### src/hdl/conv_pkg.sv
package conv_pkg;

    // ****************************************
    // Register indices (byte addresses on the plain port)
    // ****************************************
    localparam logic [3:0] ADDR_CONTROL_A = 4'h0;
    localparam logic [3:0] ADDR_CONTROL_B = 4'h1;
    localparam logic [3:0] ADDR_CONTROL_C = 4'h2;
    localparam logic [3:0] ADDR_RESULT_LOW = 4'h3;
    localparam logic [3:0] ADDR_RESULT_HIGH = 4'h4;
    localparam logic [3:0] ADDR_PIN_SHARE = 4'h5;
    localparam logic [3:0] ADDR_IRQ_STATUS = 4'h6;
    localparam logic [3:0] ADDR_IRQ_ENABLE = 4'h7;
    localparam logic [3:0] ADDR_IRQ_CLEAR = 4'h8;

    // ****************************************
    // Field positions
    // ****************************************
    localparam int BIT_START = 7;
    localparam int BIT_BUSY = 6;
    localparam int BIT_POWER = 5;
    localparam int BIT_ALIGN = 4;
    localparam int BIT_AMP_EN = 7;
    localparam int BIT_BG_EN = 6;

    // Write masks of implemented bits; the rest read as zero
    localparam logic [7:0] MASK_CONTROL_A = 8'hF3;
    localparam logic [7:0] MASK_CONTROL_B = 8'hE7;
    localparam logic [7:0] MASK_CONTROL_C = 8'hCF;

    // ****************************************
    // Reset values
    // ****************************************
    localparam logic [7:0] RESET_CONTROL = 8'h00;
    localparam logic [3:0] RESET_PIN_SHARE = 4'h0;
    localparam logic [11:0] RESET_RESULT = 12'h000;

    // ****************************************
    // Counts
    // ****************************************
    localparam int RESULT_BITS = 12;
    localparam int CHANNELS = 4;
    // Converter clock periods per conversion, one per result bit plus sample and done
    localparam int CONV_CLOCKS = 14;

    // ****************************************
    // Types
    // ****************************************
    typedef enum logic [1:0]
    {
        SRC_EXTERNAL,
        SRC_SUPPLY,
        SRC_AMPLIFIER
    } source_e;

    typedef enum logic [1:0]
    {
        REF_SUPPLY,
        REF_EXTERNAL,
        REF_BANDGAP
    } reference_e;

    // Analog routing toward the converter core
    typedef struct packed
    {
        source_e source;
        logic [1:0] channel;
        logic [1:0] supply_scale;
        logic [1:0] amp_scale;
        reference_e reference;
        logic [1:0] ref_gain;
        logic amp_enable;
        logic bandgap_enable;
        logic power_enable;
    } analog_route_s;

endpackage

### src/hdl/conv_clock_div.sv
`timescale 1ns/10ps
module conv_clock_div
(
    // Clock and reset
    input wire logic clock,
    input wire logic rst,
    // Control
    input wire logic run,
    input wire logic [2:0] select,
    // Output
    output logic tick
);
    import conv_pkg::*;

    logic [6:0] count;
    logic [6:0] limit;
    logic [6:0] next_count;

    // Divide by two to the power of select; select 0 ticks every cycle
    assign limit = 7'((8'h01 << select) - 8'h01);
    assign tick = run && (count == limit);
    assign next_count = tick ? 7'h00 : 7'(count + 7'h01);

    // Counter held at zero while idle so the first period is always whole
    always_ff @(posedge clock)
    begin
        if (rst || !run)
            count <= 7'h00;
        else
            count <= next_count;
    end
endmodule

### src/hdl/conv_sar_sequencer.sv
`timescale 1ns/10ps
module conv_sar_sequencer
(
    // Clock and reset
    input wire logic clock,
    input wire logic rst,
    // Control
    input wire logic reset_core,
    input wire logic begin_conv,
    input wire logic tick,
    // Core comparator side
    input wire logic compare_high,
    output logic [11:0] trial,
    // Status
    output logic running,
    output logic done,
    output logic [11:0] value
);
    import conv_pkg::*;

    logic [3:0] step;
    logic [11:0] bits;
    logic [11:0] mask;

    // One-hot mask of the bit under trial
    assign mask = (step < 4'(RESULT_BITS)) ? 12'(12'h800 >> step) : 12'h000;
    assign trial = bits | mask;
    assign done = running && tick && (step == 4'(CONV_CLOCKS - 1));
    assign value = bits;

    // Successive approximation, one bit per converter clock
    always_ff @(posedge clock)
    begin
        if (rst || reset_core)
        begin
            running <= 1'b0;
            step <= 4'h0;
            bits <= 12'h000;
        end
        else if (begin_conv)
        begin
            running <= 1'b1;
            step <= 4'h0;
            bits <= 12'h000;
        end
        else if (running && tick)
        begin
            if (step < 4'(RESULT_BITS) && compare_high)
                bits <= bits | mask;
            step <= 4'(step + 4'h1);
            if (done)
                running <= 1'b0;
        end
    end
endmodule

### src/hdl/conv_control.sv
`timescale 1ns/10ps
// Function
// - Result is twelve bits, two byte registers
// - Alignment picks left or right justified bytes
// - Unused result bits always read zero
// - Power off keeps result registers intact
// - Channel field picks one of four pins
// - Source zero routes chosen external pin
// - Sources one to three route supply
// - Sources five to seven route amplifier
// - Internal source wins over external pin
// - Bandgap reference wins over external reference
// - Pin share bits make pins analog
// - Analog pins drop their pull-high
// - Three eight-bit control registers govern converter
// - Start rise resets, fall begins conversion
// - Completion clears busy, raises interrupt
// - Clock select divides by power two
module conv_control
(
    // Clock and reset
    input wire logic clock,
    input wire logic rst,
    // Register port
    input wire logic [3:0] address,
    input wire logic [7:0] write_data,
    input wire logic write_strobe,
    input wire logic read_strobe,
    output logic [7:0] read_data,
    // Converter core
    input wire logic compare_high,
    output logic [11:0] trial_code,
    output logic sample,
    output conv_pkg::analog_route_s route,
    // Port pins
    output logic [3:0] analog_input_pins,
    output logic [3:0] pull_high_allow,
    // Interrupt
    output logic irq
);
    import conv_pkg::*;

    // ****************************************
    // Registers
    // ****************************************
    logic [7:0] conv_control_a;
    logic [7:0] conv_control_b;
    logic [7:0] conv_control_c;
    logic [3:0] port_pin_share_select;
    logic [11:0] result;
    logic conversion_busy_flag;
    logic irq_status;
    logic irq_enable;
    logic start_prev;

    // ****************************************
    // Decode
    // ****************************************
    wire write_a = write_strobe && (address == ADDR_CONTROL_A);
    wire write_b = write_strobe && (address == ADDR_CONTROL_B);
    wire write_c = write_strobe && (address == ADDR_CONTROL_C);
    wire write_share = write_strobe && (address == ADDR_PIN_SHARE);
    wire write_ien = write_strobe && (address == ADDR_IRQ_ENABLE);
    wire write_iclr = write_strobe && (address == ADDR_IRQ_CLEAR);

    // Field views
    wire start_bit = conv_control_a[BIT_START];
    wire converter_power_enable = conv_control_a[BIT_POWER];
    wire result_alignment_select = conv_control_a[BIT_ALIGN];
    wire [1:0] external_channel_select = conv_control_a[1:0];
    wire [2:0] internal_source_select = conv_control_b[7:5];
    wire [2:0] converter_clock_select = conv_control_b[2:0];
    wire amplifier_enable = conv_control_c[BIT_AMP_EN];
    wire bandgap_buffer_enable = conv_control_c[BIT_BG_EN];
    wire [3:0] reference_source_select = conv_control_c[3:0];

    // ****************************************
    // Start edges
    // ****************************************
    // Edges are taken from the stored bit, so one write makes one edge
    wire start_rise = start_bit && !start_prev;
    wire start_fall = !start_bit && start_prev;
    wire conv_tick;
    wire conv_done;
    wire conv_running;
    wire [11:0] conv_value;

    // Copy of the stored start bit from the cycle before
    always_ff @(posedge clock)
    begin
        if (rst)
            start_prev <= 1'b0;
        else
            start_prev <= start_bit;
    end

    // ****************************************
    // Completion
    // ****************************************
    // A finish that meets a start edge or a power drop is void: the edge
    // restarts or aborts the core, so neither result nor flags may move.
    // Without this a late finish would raise the interrupt over a stale result.
    wire conv_complete = conv_done && converter_power_enable && !start_rise && !start_fall;

    // ****************************************
    // Divider and sequencer
    // ****************************************
    conv_clock_div u_div
    (
        .clock(clock),
        .rst(rst),
        .run(conv_running),
        .select(converter_clock_select),
        .tick(conv_tick)
    );

    conv_sar_sequencer u_seq
    (
        .clock(clock),
        .rst(rst),
        .reset_core(start_rise || !converter_power_enable),
        .begin_conv(start_fall && converter_power_enable),
        .tick(conv_tick),
        .compare_high(compare_high),
        .trial(trial_code),
        .running(conv_running),
        .done(conv_done),
        .value(conv_value)
    );

    assign sample = conv_running;

    // ****************************************
    // Control registers
    // ****************************************
    // Busy bit is hardware owned; bit 6 of a write is stored but reads back as busy
    always_ff @(posedge clock)
    begin
        if (rst)
            conv_control_a <= RESET_CONTROL;
        else if (write_a)
            conv_control_a <= write_data & MASK_CONTROL_A;
    end

    // Unimplemented bits are masked on the way in, so reads need no mask
    always_ff @(posedge clock)
    begin
        if (rst)
            conv_control_b <= RESET_CONTROL;
        else if (write_b)
            conv_control_b <= write_data & MASK_CONTROL_B;
    end

    // Reference code and the two analog enables
    always_ff @(posedge clock)
    begin
        if (rst)
            conv_control_c <= RESET_CONTROL;
        else if (write_c)
            conv_control_c <= write_data & MASK_CONTROL_C;
    end

    // Pin share bits; the upper nibble of the write is ignored
    always_ff @(posedge clock)
    begin
        if (rst)
            port_pin_share_select <= RESET_PIN_SHARE;
        else if (write_share)
            port_pin_share_select <= write_data[3:0];
    end

    // ****************************************
    // Busy, result and interrupt
    // ****************************************
    // Busy follows the start edges; power off aborts and clears it
    always_ff @(posedge clock)
    begin
        if (rst)
            conversion_busy_flag <= 1'b0;
        else if (start_rise || !converter_power_enable)
            conversion_busy_flag <= 1'b0;
        else if (start_fall)
            conversion_busy_flag <= 1'b1;
        else if (conv_complete)
            conversion_busy_flag <= 1'b0;
    end

    // Result is kept across power down; only a finished conversion moves it,
    // on the same edge that drops busy, so a poller never sees a half result
    always_ff @(posedge clock)
    begin
        if (rst)
            result <= RESET_RESULT;
        else if (conv_complete)
            result <= conv_value;
    end

    // Completion in the same cycle as a clear keeps the flag set
    always_ff @(posedge clock)
    begin
        if (rst)
            irq_status <= 1'b0;
        else if (conv_complete)
            irq_status <= 1'b1;
        else if (write_iclr && write_data[0])
            irq_status <= 1'b0;
    end

    // Only bit 0 of the enable register is implemented
    always_ff @(posedge clock)
    begin
        if (rst)
            irq_enable <= 1'b0;
        else if (write_ien)
            irq_enable <= write_data[0];
    end

    // Level output, held until the status is cleared or masked
    assign irq = irq_status && irq_enable;

    // ****************************************
    // Result formatting
    // ****************************************
    // Left justified leaves low nibble zero, right justified top nibble zero
    wire [7:0] result_high = result_alignment_select ? {4'h0, result[11:8]}
                                                      : result[11:4];
    wire [7:0] result_low = result_alignment_select ? result[7:0]
                                                     : {result[3:0], 4'h0};

    // ****************************************
    // Read path
    // ****************************************
    // Read image of each register, unimplemented bits already zero
    wire [7:0] view_control_a = {conv_control_a[7], conversion_busy_flag, conv_control_a[5:0]};
    wire [7:0] view_pin_share = {4'h0, port_pin_share_select};
    wire [7:0] view_irq_status = {7'h00, irq_status};
    wire [7:0] view_irq_enable = {7'h00, irq_enable};

    // The clear register is write only and falls to the default zero
    logic [7:0] read_mux;
    always_comb
    begin
        case (address)
            ADDR_CONTROL_A: read_mux = view_control_a;
            ADDR_CONTROL_B: read_mux = conv_control_b;
            ADDR_CONTROL_C: read_mux = conv_control_c;
            ADDR_RESULT_LOW: read_mux = result_low;
            ADDR_RESULT_HIGH: read_mux = result_high;
            ADDR_PIN_SHARE: read_mux = view_pin_share;
            ADDR_IRQ_STATUS: read_mux = view_irq_status;
            ADDR_IRQ_ENABLE: read_mux = view_irq_enable;
            default: read_mux = 8'h00;
        endcase
    end

    // Data stands only in the cycle after the strobe
    always_ff @(posedge clock)
    begin
        if (rst || !read_strobe)
            read_data <= 8'h00;
        else
            read_data <= read_mux;
    end

    // ****************************************
    // Analog routing
    // ****************************************
    // Internal source codes override the pin; code 100 counts as external
    wire src_supply = (internal_source_select >= 3'h1) && (internal_source_select <= 3'h3);
    wire src_amp = (internal_source_select >= 3'h5);
    wire ref_ext = (reference_source_select >= 4'h1) && (reference_source_select <= 4'h4);
    wire ref_bg = (reference_source_select >= 4'hA) && (reference_source_select <= 4'hC);

    // Source and reference picks; the internal codes are tested first so they win
    source_e source_pick;
    reference_e reference_pick;
    assign source_pick = src_amp ? SRC_AMPLIFIER
                       : src_supply ? SRC_SUPPLY
                       : SRC_EXTERNAL;
    // Both requests at once settle on the bandgap
    assign reference_pick = ref_bg ? REF_BANDGAP
                          : ref_ext ? REF_EXTERNAL
                          : REF_SUPPLY;

    // Packing only; every choice is made above
    always_comb
    begin
        route.source = source_pick;
        route.channel = external_channel_select;
        route.supply_scale = internal_source_select[1:0];
        route.amp_scale = internal_source_select[1:0];
        route.reference = reference_pick;
        route.ref_gain = reference_source_select[1:0];
        // Amplifier is left to software; routing does not force it on
        route.amp_enable = amplifier_enable;
        route.bandgap_enable = bandgap_buffer_enable;
        route.power_enable = converter_power_enable;
    end

    // ****************************************
    // Pin sharing
    // ****************************************
    genvar pin;
    generate
        for (pin = 0; pin < CHANNELS; pin = pin + 1)
        begin : g_pin
            assign analog_input_pins[pin] = port_pin_share_select[pin];
            assign pull_high_allow[pin] = !port_pin_share_select[pin];
        end
    endgenerate

    // ****************************************
    // Elaboration checks
    // ****************************************
    // The sequencer counts steps in four bits and needs two steps past the data
    if ((CONV_CLOCKS > 16) || (CONV_CLOCKS < RESULT_BITS + 2))
    begin : g_bad_length
        $error("conversion length does not fit the step counter");
    end

    // Pin vectors are four wide; another channel count needs new ports
    if (CHANNELS != 4)
    begin : g_bad_channels
        $error("channel count does not match the pin vectors");
    end
endmodule

### config.mk
export PLATFORM = sky130hd
export DESIGN_NAME = conv_control
export DESIGN_NICKNAME = d
export VERILOG_FILES = /design/src/hdl/conv_pkg.sv /design/src/hdl/conv_clock_div.sv /design/src/hdl/conv_sar_sequencer.sv /design/src/hdl/conv_control.sv
export SDC_FILE = /design/constraint.sdc
export NUM_CORES = 1
export LEC_CHECK = 0
export BUFFER_PORTS_ARGS = -buffer_cell sky130_fd_sc_hd__buf_4
export CORE_MARGIN = 2
export CORE_UTILIZATION = 40
export DETAILED_ROUTE_END_ITERATION = 7
export GPL_TIMING_DRIVEN = 0
export PLACE_DENSITY = 0.7
export SLEW_MARGIN = 20
export SYNTH_ARGS = -nofsm -noshare
export SYNTH_HDL_FRONTEND = slang
export SYNTH_SLANG_ARGS = --single-unit
### constraint.sdc
create_clock -name clock -period 4.5 [get_ports clock]
set_clock_uncertainty 0.15 [all_clocks]
set_input_delay 0.225 -clock clock [delete_from_list [all_inputs] [get_ports clock]]
set_output_delay 0.225 -clock clock [all_outputs]
set_load 0.02 [all_outputs]
==> results of run 1 <==
[per-stage QoR]
step | hold WS (ns) | power (uW) | setup slack, ns
2_1_floorplan | 0.219 | 669 | 2.48
3_3_place_gp | 0.304 | 698 | 2.21
3_5_place_dp | 0.315 | 699 | 2.17
4_1_cts | 0.00639 | 1250 | 2.16
5_1_grt | 0.0182 | 1290 | 1.97
6_report | 0.0145 | 1250 | 2.16
[cell usage after synthesis, drive strengths merged]
| cell | count | area share [%] |
|---|---|---|
| nor4 | 5 | 1.4 |
| mux2 | 8 | 2.5 |
| a221oi | 1 | 0.25 |
| xnor2 | 4 | 0.98 |
| a2111oi | 1 | 0.42 |
| clkbuf | 9 | 0.95 |
| xor2 | 4 | 0.98 |
| a22oi | 7 | 1.6 |
| a21oi | 27 | 3.8 |
| buf | 19 | 3.8 |
| and2 | 3 | 0.53 |
| a31oi | 3 | 0.53 |
| or4 | 2 | 0.53 |
| nor2 | 37 | 3.9 |
| nand2 | 49 | 5.1 |
| nand3 | 16 | 2.2 |
| o21bai | 1 | 0.21 |
| mux4 | 2 | 1.3 |
| nor3 | 11 | 1.5 |
| o22ai | 2 | 0.35 |
| dfxtp | 69 | 39 |
| nand2b | 32 | 5.6 |
| and4 | 2 | 0.49 |
| a211oi | 6 | 1.7 |
| nand3b | 1 | 0.21 |
| a21o | 5 | 1.1 |
| a222oi | 1 | 0.28 |
| o21a | 1 | 0.21 |
| mux2i | 32 | 9.0 |
| o31ai | 1 | 0.21 |
| and3 | 5 | 0.88 |
| o211ai | 2 | 0.42 |
| nor3b | 1 | 0.21 |
| nor2b | 8 | 1.4 |
| inv | 27 | 2.8 |
| ha | 7 | 2.5 |
| o21ai | 11 | 1.5 |
[power by group through the flow]
stage / clock network, uW / registers (uW) / logic [uW]
3_3_place_gp: 0 / 630 / 68.1
6_report: 558 / 616 / 74.1
3_5_place_dp: 0 / 630 / 68.4
4_1_cts: 561 / 616 / 73.1
2_1_floorplan: 0 / 630 / 39.2
5_1_grt: 595 / 617 / 78.8
[registers in the layout (all words and copies together) (netlist names)]
name and cells:
result 12, u_seq.value 12, read_data 8, u_div.count 7, conv_control_b 6, conv_control_c 6, conv_control_a 5, analog_input_pins 4
u_seq.step 4, conversion_busy_flag 1, irq_enable 1, irq_status 1, start_prev 1, u_seq.running 1
[path summary, 6_finish.rpt]
kind | cells after the start | to | start | slack [ns]
max | 7 | result[3] | conv_control_b[2] | 2.16
min | 3 | conv_control_c[2] | write_data[2] | 0.01
max reg2reg | 7 | result[3] | conv_control_b[2] | 2.16
min reg2reg | 2 | u_seq.value[4] | u_seq.value[4] | 0.32
[logic make-up (layout without fill, tap and decap cells)]
family	after synthesis	after routing
simple gates	172	172
xor+xnor	8	8
compound gates	69	69
fa+ha+maj	7	7
flops	69	69
buf+inv	55	136
mux	42	42
[worst max-delay path, stage by stage (launching register included)]
cell and delay [ns]:
dfxtp_1 0.39, buf_4 0.20, nand2_1 0.06, nor3_1 0.37, o21ai_0 0.21, nor4_2 0.38
buf_4 0.30, mux2i_1 0.21
[metal layers]
metal  track usage (%)  vias to the layer above  share of wire, %
li1                  -                     1582                 -
met1              24.3                     1455                46
met2              29.3                      108                46
met4              7.69                        0               2.4
met5                 0                        -                 0
met3              3.55                       19               5.9
[area by class of cell]
class / instances / area [um^2]
timing repair buffer: 66 / 510
multi-input combinational: 298 / 1920
clock inverter: 6 / 88.8
fill: 850 / 4250
buffer: 28 / 169
tap: 108 / 135
inverter: 27 / 101
clock buffer: 9 / 124
sequential: 69 / 1380
==> results.json, run 1 <==
{
  "final_cell_mix": "buf_4 (75), dfxtp_1 (69), nand2_1 (49)",
  "dpl-instance-area_um2": 4160,
  "p_sw_share_pct": 23.6,
  "post-place-cells": 590,
  "grt_first_pass_wirelength_mm": 14.4,
  "rows": 34,
  "htree_levels": 3,
  "p_int_uw": 954,
  "timing.slew.headroom_pct": 34.3,
  "finalSetupTns_ns": 0,
  "vias_per_cell": 5.18,
  "clk_path_buf_depth": 2,
  "p_comb_share_pct": 5.9,
  "placeableCoreArea_um2": 8680,
  "stdcell_area_um2": 4430,
  "io_buffers": 60,
  "cts_tree": "yes",
  "pin_count": 62,
  "max_clock_freq_ghz": 0.428,
  "powerDensity_nw_per_um2": 282,
  "fin_util_pct": 51.1,
  "avgSynthCellArea_um2": 8.46,
  "cts_setup_buffers": 0,
  "dp_hpwl_mm": 6.71,
  "cap_violations": 0,
  "yosys_warnings": 0,
  "fin_crit_ns": 2.34,
  "synthMuxAreaShare_pct": 12.7,
  "final_common_cell": "buf_4",
  "worst_ir_drop_vdd_v": 0.000136,
  "ys_ff_latch": 69,
  "slew_viol_final": 0,
  "die_w_um": 98.5,
  "area_growth_pct": 24.0,
  "layout.nets": 523,
  "drive_above_1_share_pct": 21.9,
  "gp_congestion": 0.867,
  "yosysUniqueCellTypes": 44,
  "wl_per_cell_um": 14.6,
  "required_ns": 4.63,
  "final.period_utilization_pct": 51.9,
  "startpoint_type": "flop",
  "p_seq_share_pct": 49.4,
  "arrival_ns": 2.47,
  "clkTransAtPathRegs_ns": 0.08,
  "initial_core_util_pct": 41.2,
  "synth_compound_area_share_pct": 12.5,
  "synthXorXnorAreaFrac_pct": 1.96,
  "setup_violations": 0,
  "wl_mm": 8.89,
  "cts-root-buf": "clkbuf_8",
  "dieHeight_um": 98.5,
  "drc_errors": 0,
  "hold_path_class": "in2reg",
  "hold_viol": 0,
  "finalNonFillerCells": 611,
  "status": "complete, no violations",
  "worstSetupPathType": "reg2reg",
  "grt_overflow_total": 0,
  "synthesis.nets": 446,
  "synth-adder-area-share_pct": 2.45,
  "die-area_um2": 9700,
  "vias": 3164,
  "rsz0062_at_grt": "false",
  "clk_latency_ns": 0.35,
  "cts-resized-gates": 0,
  "cts-buffers-inserted": 9,
  "p_switching_uw": 295,
  "num_antenna_cells": 0,
  "cts_sinks": 69,
  "synthCells": 422,
  "grt_max_degree": 13,
  "yosys.area_share.simple_pct": 24.1,
  "firstDrtPassIters": 5,
  "antenna_left": 0,
  "grt_pass1_vias": 2989,
  "p_leak_uw": 0.00180,
  "critPathCaptureType": "flop",
  "ys_seq_area_share_pct": 38.7,
  "synth_top_family_by_area": "simple AND/OR/NAND/NOR gates",
  "worst_pin_slew_ns": 0.978,
  "syn_area_um2": 3570,
  "antenna_found_initial": 0,
  "grt_util_all_layers_pct": 18.3,
  "clock_power_share_pct": 44.7,
  "holdBufCountCts": 6,
  "drt_iter0_markers": 189,
  "critPathMaxFanout": 10
}
Note: power is estimated with default switching activity, not from simulation.
==> inputs of run 2 (changes only) <==
--- a/config.mk
+++ b/config.mk
@@ -5,12 +5,13 @@
 export SDC_FILE = /design/constraint.sdc
 export NUM_CORES = 1
 export LEC_CHECK = 0
+export ABC_AREA = 1
 export BUFFER_PORTS_ARGS = -buffer_cell sky130_fd_sc_hd__buf_4
 export CORE_MARGIN = 2
 export CORE_UTILIZATION = 40
 export DETAILED_ROUTE_END_ITERATION = 7
 export GPL_TIMING_DRIVEN = 0
-export PLACE_DENSITY = 0.7
+export PLACE_DENSITY = 0.73
 export SLEW_MARGIN = 20
 export SYNTH_ARGS = -nofsm -noshare
 export SYNTH_HDL_FRONTEND = slang
==> constraint.sdc (replaced) <==
create_clock -name clock -period 2.1 [get_ports clock]
set_clock_uncertainty 0.15 [all_clocks]
set_input_delay 0.105 -clock clock [delete_from_list [all_inputs] [get_ports clock]]
set_output_delay 0.105 -clock clock [all_outputs]
set_load 0.02 [all_outputs]
==> run 2 against run 1 <==
Non-clock buffer count grew 7. Cell area fell by 1.6%. Worst hold slack better by 0.012 ns. First-iteration DRC count shrank 24%. Core utilization grew 1.7 points. Global-route usage rose by 0.48 points. Sequential power is 120% higher. Worst setup slack got worse by 2.0 ns. Cell count increased by 10%. Routed wire length decreased by 1.3%. Sequential cell count unchanged. Power rose by 100%. Critical path type is now in2reg. Highest routed layer unchanged.
==> results.json, run 2 <==
{
  "initial_core_util_pct": 41.7,
  "pin_count": 62,
  "worst_ir_drop_vdd_v": 0.000417,
  "max_clock_freq_ghz": 0.511,
  "critPathCaptureType": "flop",
  "synth_top_area_share_pct": 40.1,
  "cts_tree": "yes",
  "p_seq_share_pct": 52.3,
  "num_antenna_cells": 0,
  "cts_sinks": 69,
  "p_sw_share_pct": 22.6,
  "regArea_um2": 1380,
  "ys_seq_area_share_pct": 40.1,
  "ys_ff_latch": 69,
  "slowest_delay_ns": 0.57,
  "die_w_um": 96.7,
  "worstSetupPathType": "in2reg",
  "cp_cell_sequence": "dlygate4sd3_1, buf_4, clkinv_1, clkbuf_2, o21ai_0, a21oi_1, dlygate4sd3_1",
  "avgSynthCellArea_um2": 7.18,
  "synthCells": 479,
  "gp_congestion": 0.898,
  "antenna_found_initial": 0,
  "num-fill-cells": 839,
  "antenna_left": 0,
  "status": "complete, no violations",
  "setup_violations": 0,
  "multi_input_area_um2": 1630,
  "dp_hpwl_mm": 6.60,
  "htree_levels": 3,
  "synth.most_common_cell": "nand2_1",
  "clkTransAtPathRegs_ns": 0.07,
  "ys.flop_type": "dfxtp_1",
  "drt_iter0_markers": 143,
  "layout.nets": 590,
  "drive_above_1_share_pct": 21.8,
  "drc_errors": 0,
  "cts-root-buf": "clkbuf_8",
  "final.period_utilization_pct": 93.1,
  "timing.slew.headroom_pct": 66.4,
  "dpl-instance-area_um2": 4030,
  "drt-met1-wl_mm": 3.99,
  "synthesis.nets": 503,
  "crit_path_frequent_cell": "dlygate4sd3_1",
  "hold_viol": 0,
  "powerDensity_nw_per_um2": 581,
  "grt_max_degree": 11,
  "finalSetupTns_ns": 0,
  "dr.max_layer_used": "met4",
  "dieHeight_um": 96.7,
  "async_flop_share_pct": 0,
  "post-place-cells": 645,
  "synth_top_area_cell": "dfxtp_1",
  "syn_area_um2": 3440,
  "slew_viol_final": 0,
  "p_switching_uw": 574,
  "grt_util_all_layers_pct": 18.8,
  "clk_latency_ns": 0.34,
  "yosys_warnings": 0,
  "startpoint_type": "input port",
  "worst_pin_slew_ns": 0.502,
  "required_ns": 2.18,
  "worst_hold_slack_ns": 0.0267,
  "final_common_cell": "nand2_1",
  "synth.area.top_cells": "dfxtp_1 (40%), nand2_1 (8.9%), inv_1 (7.5%), o21ai_0 (7.0%), nor2_1 (6.1%)",
  "cap_violations": 0,
  "vias": 3380,
  "wl_mm": 8.78,
  "cpMaxStageDelayCell": "dlygate4sd3_1",
  "synth_common_cells": "nand2_1 (82), dfxtp_1 (69), inv_1 (69)",
  "final_cell_mix": "nand2_1 (82), buf_4 (77), inv_1 (69)",
  "grt_pass1_vias": 3105,
  "grt_first_pass_wirelength_mm": 14.5,
  "arrival_ns": 2.03,
  "grt_overflow_total": 0,
  "area_growth_pct": 26.7,
  "clock_power_share_pct": 40.7,
  "wl_met2_mm": 4.01,
  "critPathMaxFanout": 10,
  "finalNonFillerCells": 674,
  "rows": 33,
  "rrSetupSlack_ns": 0.20,
  "synth_edf_count": 0,
  "wl_per_cell_um": 13.0,
  "dr_wl_met3_um": 617,
  "yosysUniqueCellTypes": 35,
  "p_int_uw": 1960,
  "p_comb_share_pct": 6.9,
  "clk_path_buf_depth": 2,
  "cts-buffers-inserted": 9,
  "fin_crit_ns": 1.96,
  "die-area_um2": 9360,
  "rsz0062_at_grt": "false",
  "placeableCoreArea_um2": 8260,
  "firstDrtPassIters": 5,
  "stdcell_area_um2": 4360,
  "io_buffers": 61,
  "hold_path_class": "in2reg",
  "p_leak_uw": 0.00175,
  "vias_per_cell": 5.01
}
run 2: cell count changes in the layout (fill, tap and decap cells not counted), sizes merged, moves of 7 or more:
cell,delta
mux2i,-32
o21ai,+37
a22oi,-7
nand2,+37
nor2,+24
a21oi,+25
nand4,+15
mux2,-8
inv,+43
nor2b,-8
nand2b,-32
run 2: final cells by class:
cell class | count | share of cell area, %
buffer | 25 | 3.90
clock buffer | 12 | 3.33
clock inverter | 2 | 0.804
inverter | 71 | 6.12
multi-input combinational | 314 | 37.3
sequential | 69 | 31.7
tap | 105 | 3.01
timing repair buffer | 76 | 13.8
run 2: final timing paths:
check,from,to,depth (start not counted)
max,rst,irq_enable,7
min,address[2],read_data[6],4
min reg2reg,u_seq.value[0],u_seq.value[0],2
max reg2reg,conv_control_b[1],u_seq.value[6],12
run 2: what timing repair did:
item	CTS	global route
buffers inserted	0	3
endpoints found under the hold margin	28	0
endpoints found under the setup margin	0	9
hold buffers	12	0
resized for setup	0	4
run 2: metal layers:
metal	vias up	GRT usage [%]
li1	1720	-
met1	1524	23.4
met2	119	30.9
met3	17	6.07
met4	0	6.07
met5	-	0
run 2: cell families (layout without fill, tap and decap cells):
group	Yosys count	count (layout)	synth area share, %
flip-flops	69	69	40.1
buffers and inverters	96	186	12.7
AO/OA/AOI/OAI	116	116	19.3
AND/OR/NAND/NOR	188	188	24.5
adder cells (fa/ha/maj)	7	7	2.55
XOR/XNOR	3	3	0.764
run 2: power groups by stage:
stage / clock, uW / combinational (uW) / sequential, uW
after global placement: 0 / 155 / 1360
after global routing: 1110 / 193 / 1330
after detailed placement: 0 / 155 / 1360
after CTS: 1060 / 173 / 1330
after floorplan: 0 / 84.0 / 1360
final: 1030 / 175 / 1330
run 2: per-stage QoR:
| stage | power (uW) | utilization (%) | setup WS, ns |
|---|---|---|---|
| floorplan | 1440 | - | 0.419 |
| global placement | 1510 | 48.8 | 0.222 |
| detailed placement | 1510 | 48.8 | 0.181 |
| CTS | 2560 | 52.4 | 0.0808 |
| global route | 2630 | 52.8 | 0.0369 |
| finish | 2530 | 52.8 | 0.145 |
run 2: critical path, delay by kind of cell:
family / cells / cell delay [ns]
AO/OA/AOI/OAI: 2 / 0.17
buffers and inverters: 5 / 1.74
==> inputs of run 3 (changes only) <==
--- a/config.mk
+++ b/config.mk
@@ -5,7 +5,6 @@
 export SDC_FILE = /design/constraint.sdc
 export NUM_CORES = 1
 export LEC_CHECK = 0
-export ABC_AREA = 1
 export BUFFER_PORTS_ARGS = -buffer_cell sky130_fd_sc_hd__buf_4
 export CORE_MARGIN = 2
 export CORE_UTILIZATION = 40
==> run 3 against run 2 <==
The run now ends with negative hold slack, negative setup slack left. Routed wire length grew 3.8%. Power grew 7.5%. Critical path depth shrank 1.
==> results.json, run 3 (synthesis gave the netlist of run 1 again) <==
{
  "status": "complete, but fails checks",
  "violations": "negative hold slack, negative setup slack",
  "worst_ir_drop_vdd_v": 0.000320,
  "critPathMaxFanout": 10,
  "setup_violations": 9,
  "num-fill-cells": 826,
  "fin_crit_ns": 2.16,
  "drc_errors": 0,
  "clk_latency_ns": 0.36,
  "multi_input_area_um2": 1970,
  "wl_per_cell_um": 14.7,
  "dp_hpwl_mm": 6.52,
  "grt_max_degree": 13,
  "rows": 34,
  "stdcell_area_um2": 4600,
  "cap_violations": 0,
  "worst_pin_slew_ns": 0.939,
  "cts-buffers-inserted": 9,
  "layout.nets": 533,
  "antenna_left": 0,
  "dieHeight_um": 98.5,
  "drive_above_1_share_pct": 25.3,
  "htree_levels": 3,
  "cts_tree": "yes",
  "vias": 3236,
  "final_common_cell": "buf_4",
  "grt_first_pass_wirelength_mm": 15.2,
  "wl_mm": 9.12,
  "finalSetupTns_ns": -0.200,
  "pin_count": 62,
  "final_cell_mix": "buf_4 (78), dfxtp_1 (62), nand2_1 (49)",
  "clk_path_buf_depth": 2,
  "num_antenna_cells": 0,
  "io_buffers": 60,
  "die-area_um2": 9700,
  "placeableCoreArea_um2": 8680,
  "critPathCaptureType": "flop",
  "gp_congestion": 0.905,
  "antenna_found_initial": 0,
  "hold_path_class": "in2reg",
  "grt_overflow_total": 0,
  "arrival_ns": 2.29,
  "final.period_utilization_pct": 103,
  "hold_viol": 1,
  "cts_sinks": 69,
  "firstDrtPassIters": 5,
  "rsz0062_at_grt": "true",
  "startpoint_type": "flop",
  "drt_iter0_markers": 161,
  "required_ns": 2.23,
  "timing.slew.headroom_pct": 36.9,
  "dpl-instance-area_um2": 4160,
  "slew_viol_final": 0,
  "grt_util_all_layers_pct": 19.3,
  "max_clock_freq_ghz": 0.463,
  "area_growth_pct": 28.9,
  "die_w_um": 98.5,
  "worst_hold_slack_ns": -0.00190,
  "worstSetupPathType": "reg2reg",
  "initial_core_util_pct": 41.2,
  "clkTransAtPathRegs_ns": 0.07,
  "cts-root-buf": "clkbuf_8",
  "vias_per_cell": 5.20,
  "total_power_uw": 2720,
  "powerDensity_nw_per_um2": 592,
  "fin_ws_ns": -0.0611,
  "regArea_um2": 1400,
  "grt_pass1_vias": 3233,
  "p_leak_uw": 0.00187
}
-- run 3: final cells by class --
cell class / instances / share of cell area [%]
buffer: 28 / 3.86
clock buffer: 11 / 3.07
clock inverter: 5 / 1.82
inverter: 27 / 2.20
multi-input combinational: 298 / 42.8
sequential: 69 / 30.3
tap: 108 / 2.94
timing repair buffer: 76 / 13.0
-- run 3: what timing repair did --
action	in CTS	in global routing
pin swaps	5	2
gates resized for setup	15	14
setup buffers	3	2
gates cloned	1	0
endpoints found under the hold margin	25	0
setup endpoints to repair	33	37
hold buffers	10	0
-- run 3: worst paths after layout --
kind | startpoint | end | slack [ns] | cells after the start
worst max-delay path | conv_control_b[2] | u_seq.value[10] | -0.06 | 6
worst min-delay path | address[3] | read_data[0] | -0.002 | 3
worst max register to register | conv_control_b[2] | u_seq.value[10] | -0.06 | 6
worst min register to register | u_seq.value[0] | u_seq.value[0] | 0.32 | 2
-- run 3: worst max-delay path, cell delays in order (launching register included) --
cell and delay (ns):
dfxtp_2 0.35, buf_6 0.15, nor3_1 0.25, a22oi_2 0.21
or4_4 0.60, buf_6 0.17, a211oi_2 0.21
-- run 3: metal layers --
metal	track usage, %	up-vias	share of wire, %
met4	9.38	0	3.0
met3	3.48	23	6.2
li1	-	1605	-
met2	32.2	122	47
met5	0	-	0
met1	24.0	1486	44
-- run 3: report_power, final --
group / total [uW] / internal (uW) / switching [uW]
clock network: 1240 / 703 / 537
logic: 166 / 75.7 / 90.2
registers: 1320 / 1310 / 7.55
-- run 3: per-stage QoR --
stage          worst slack [ns]  util (%)  std cells
3_5_place_dp             -0.255      47.9        590
5_1_grt                  -0.150      53.0        622
6_report                -0.0611      53.0        622
3_3_place_gp             -0.179      47.9        590
2_1_floorplan            0.0776         -        422
4_1_cts                 0.00251      52.5        620
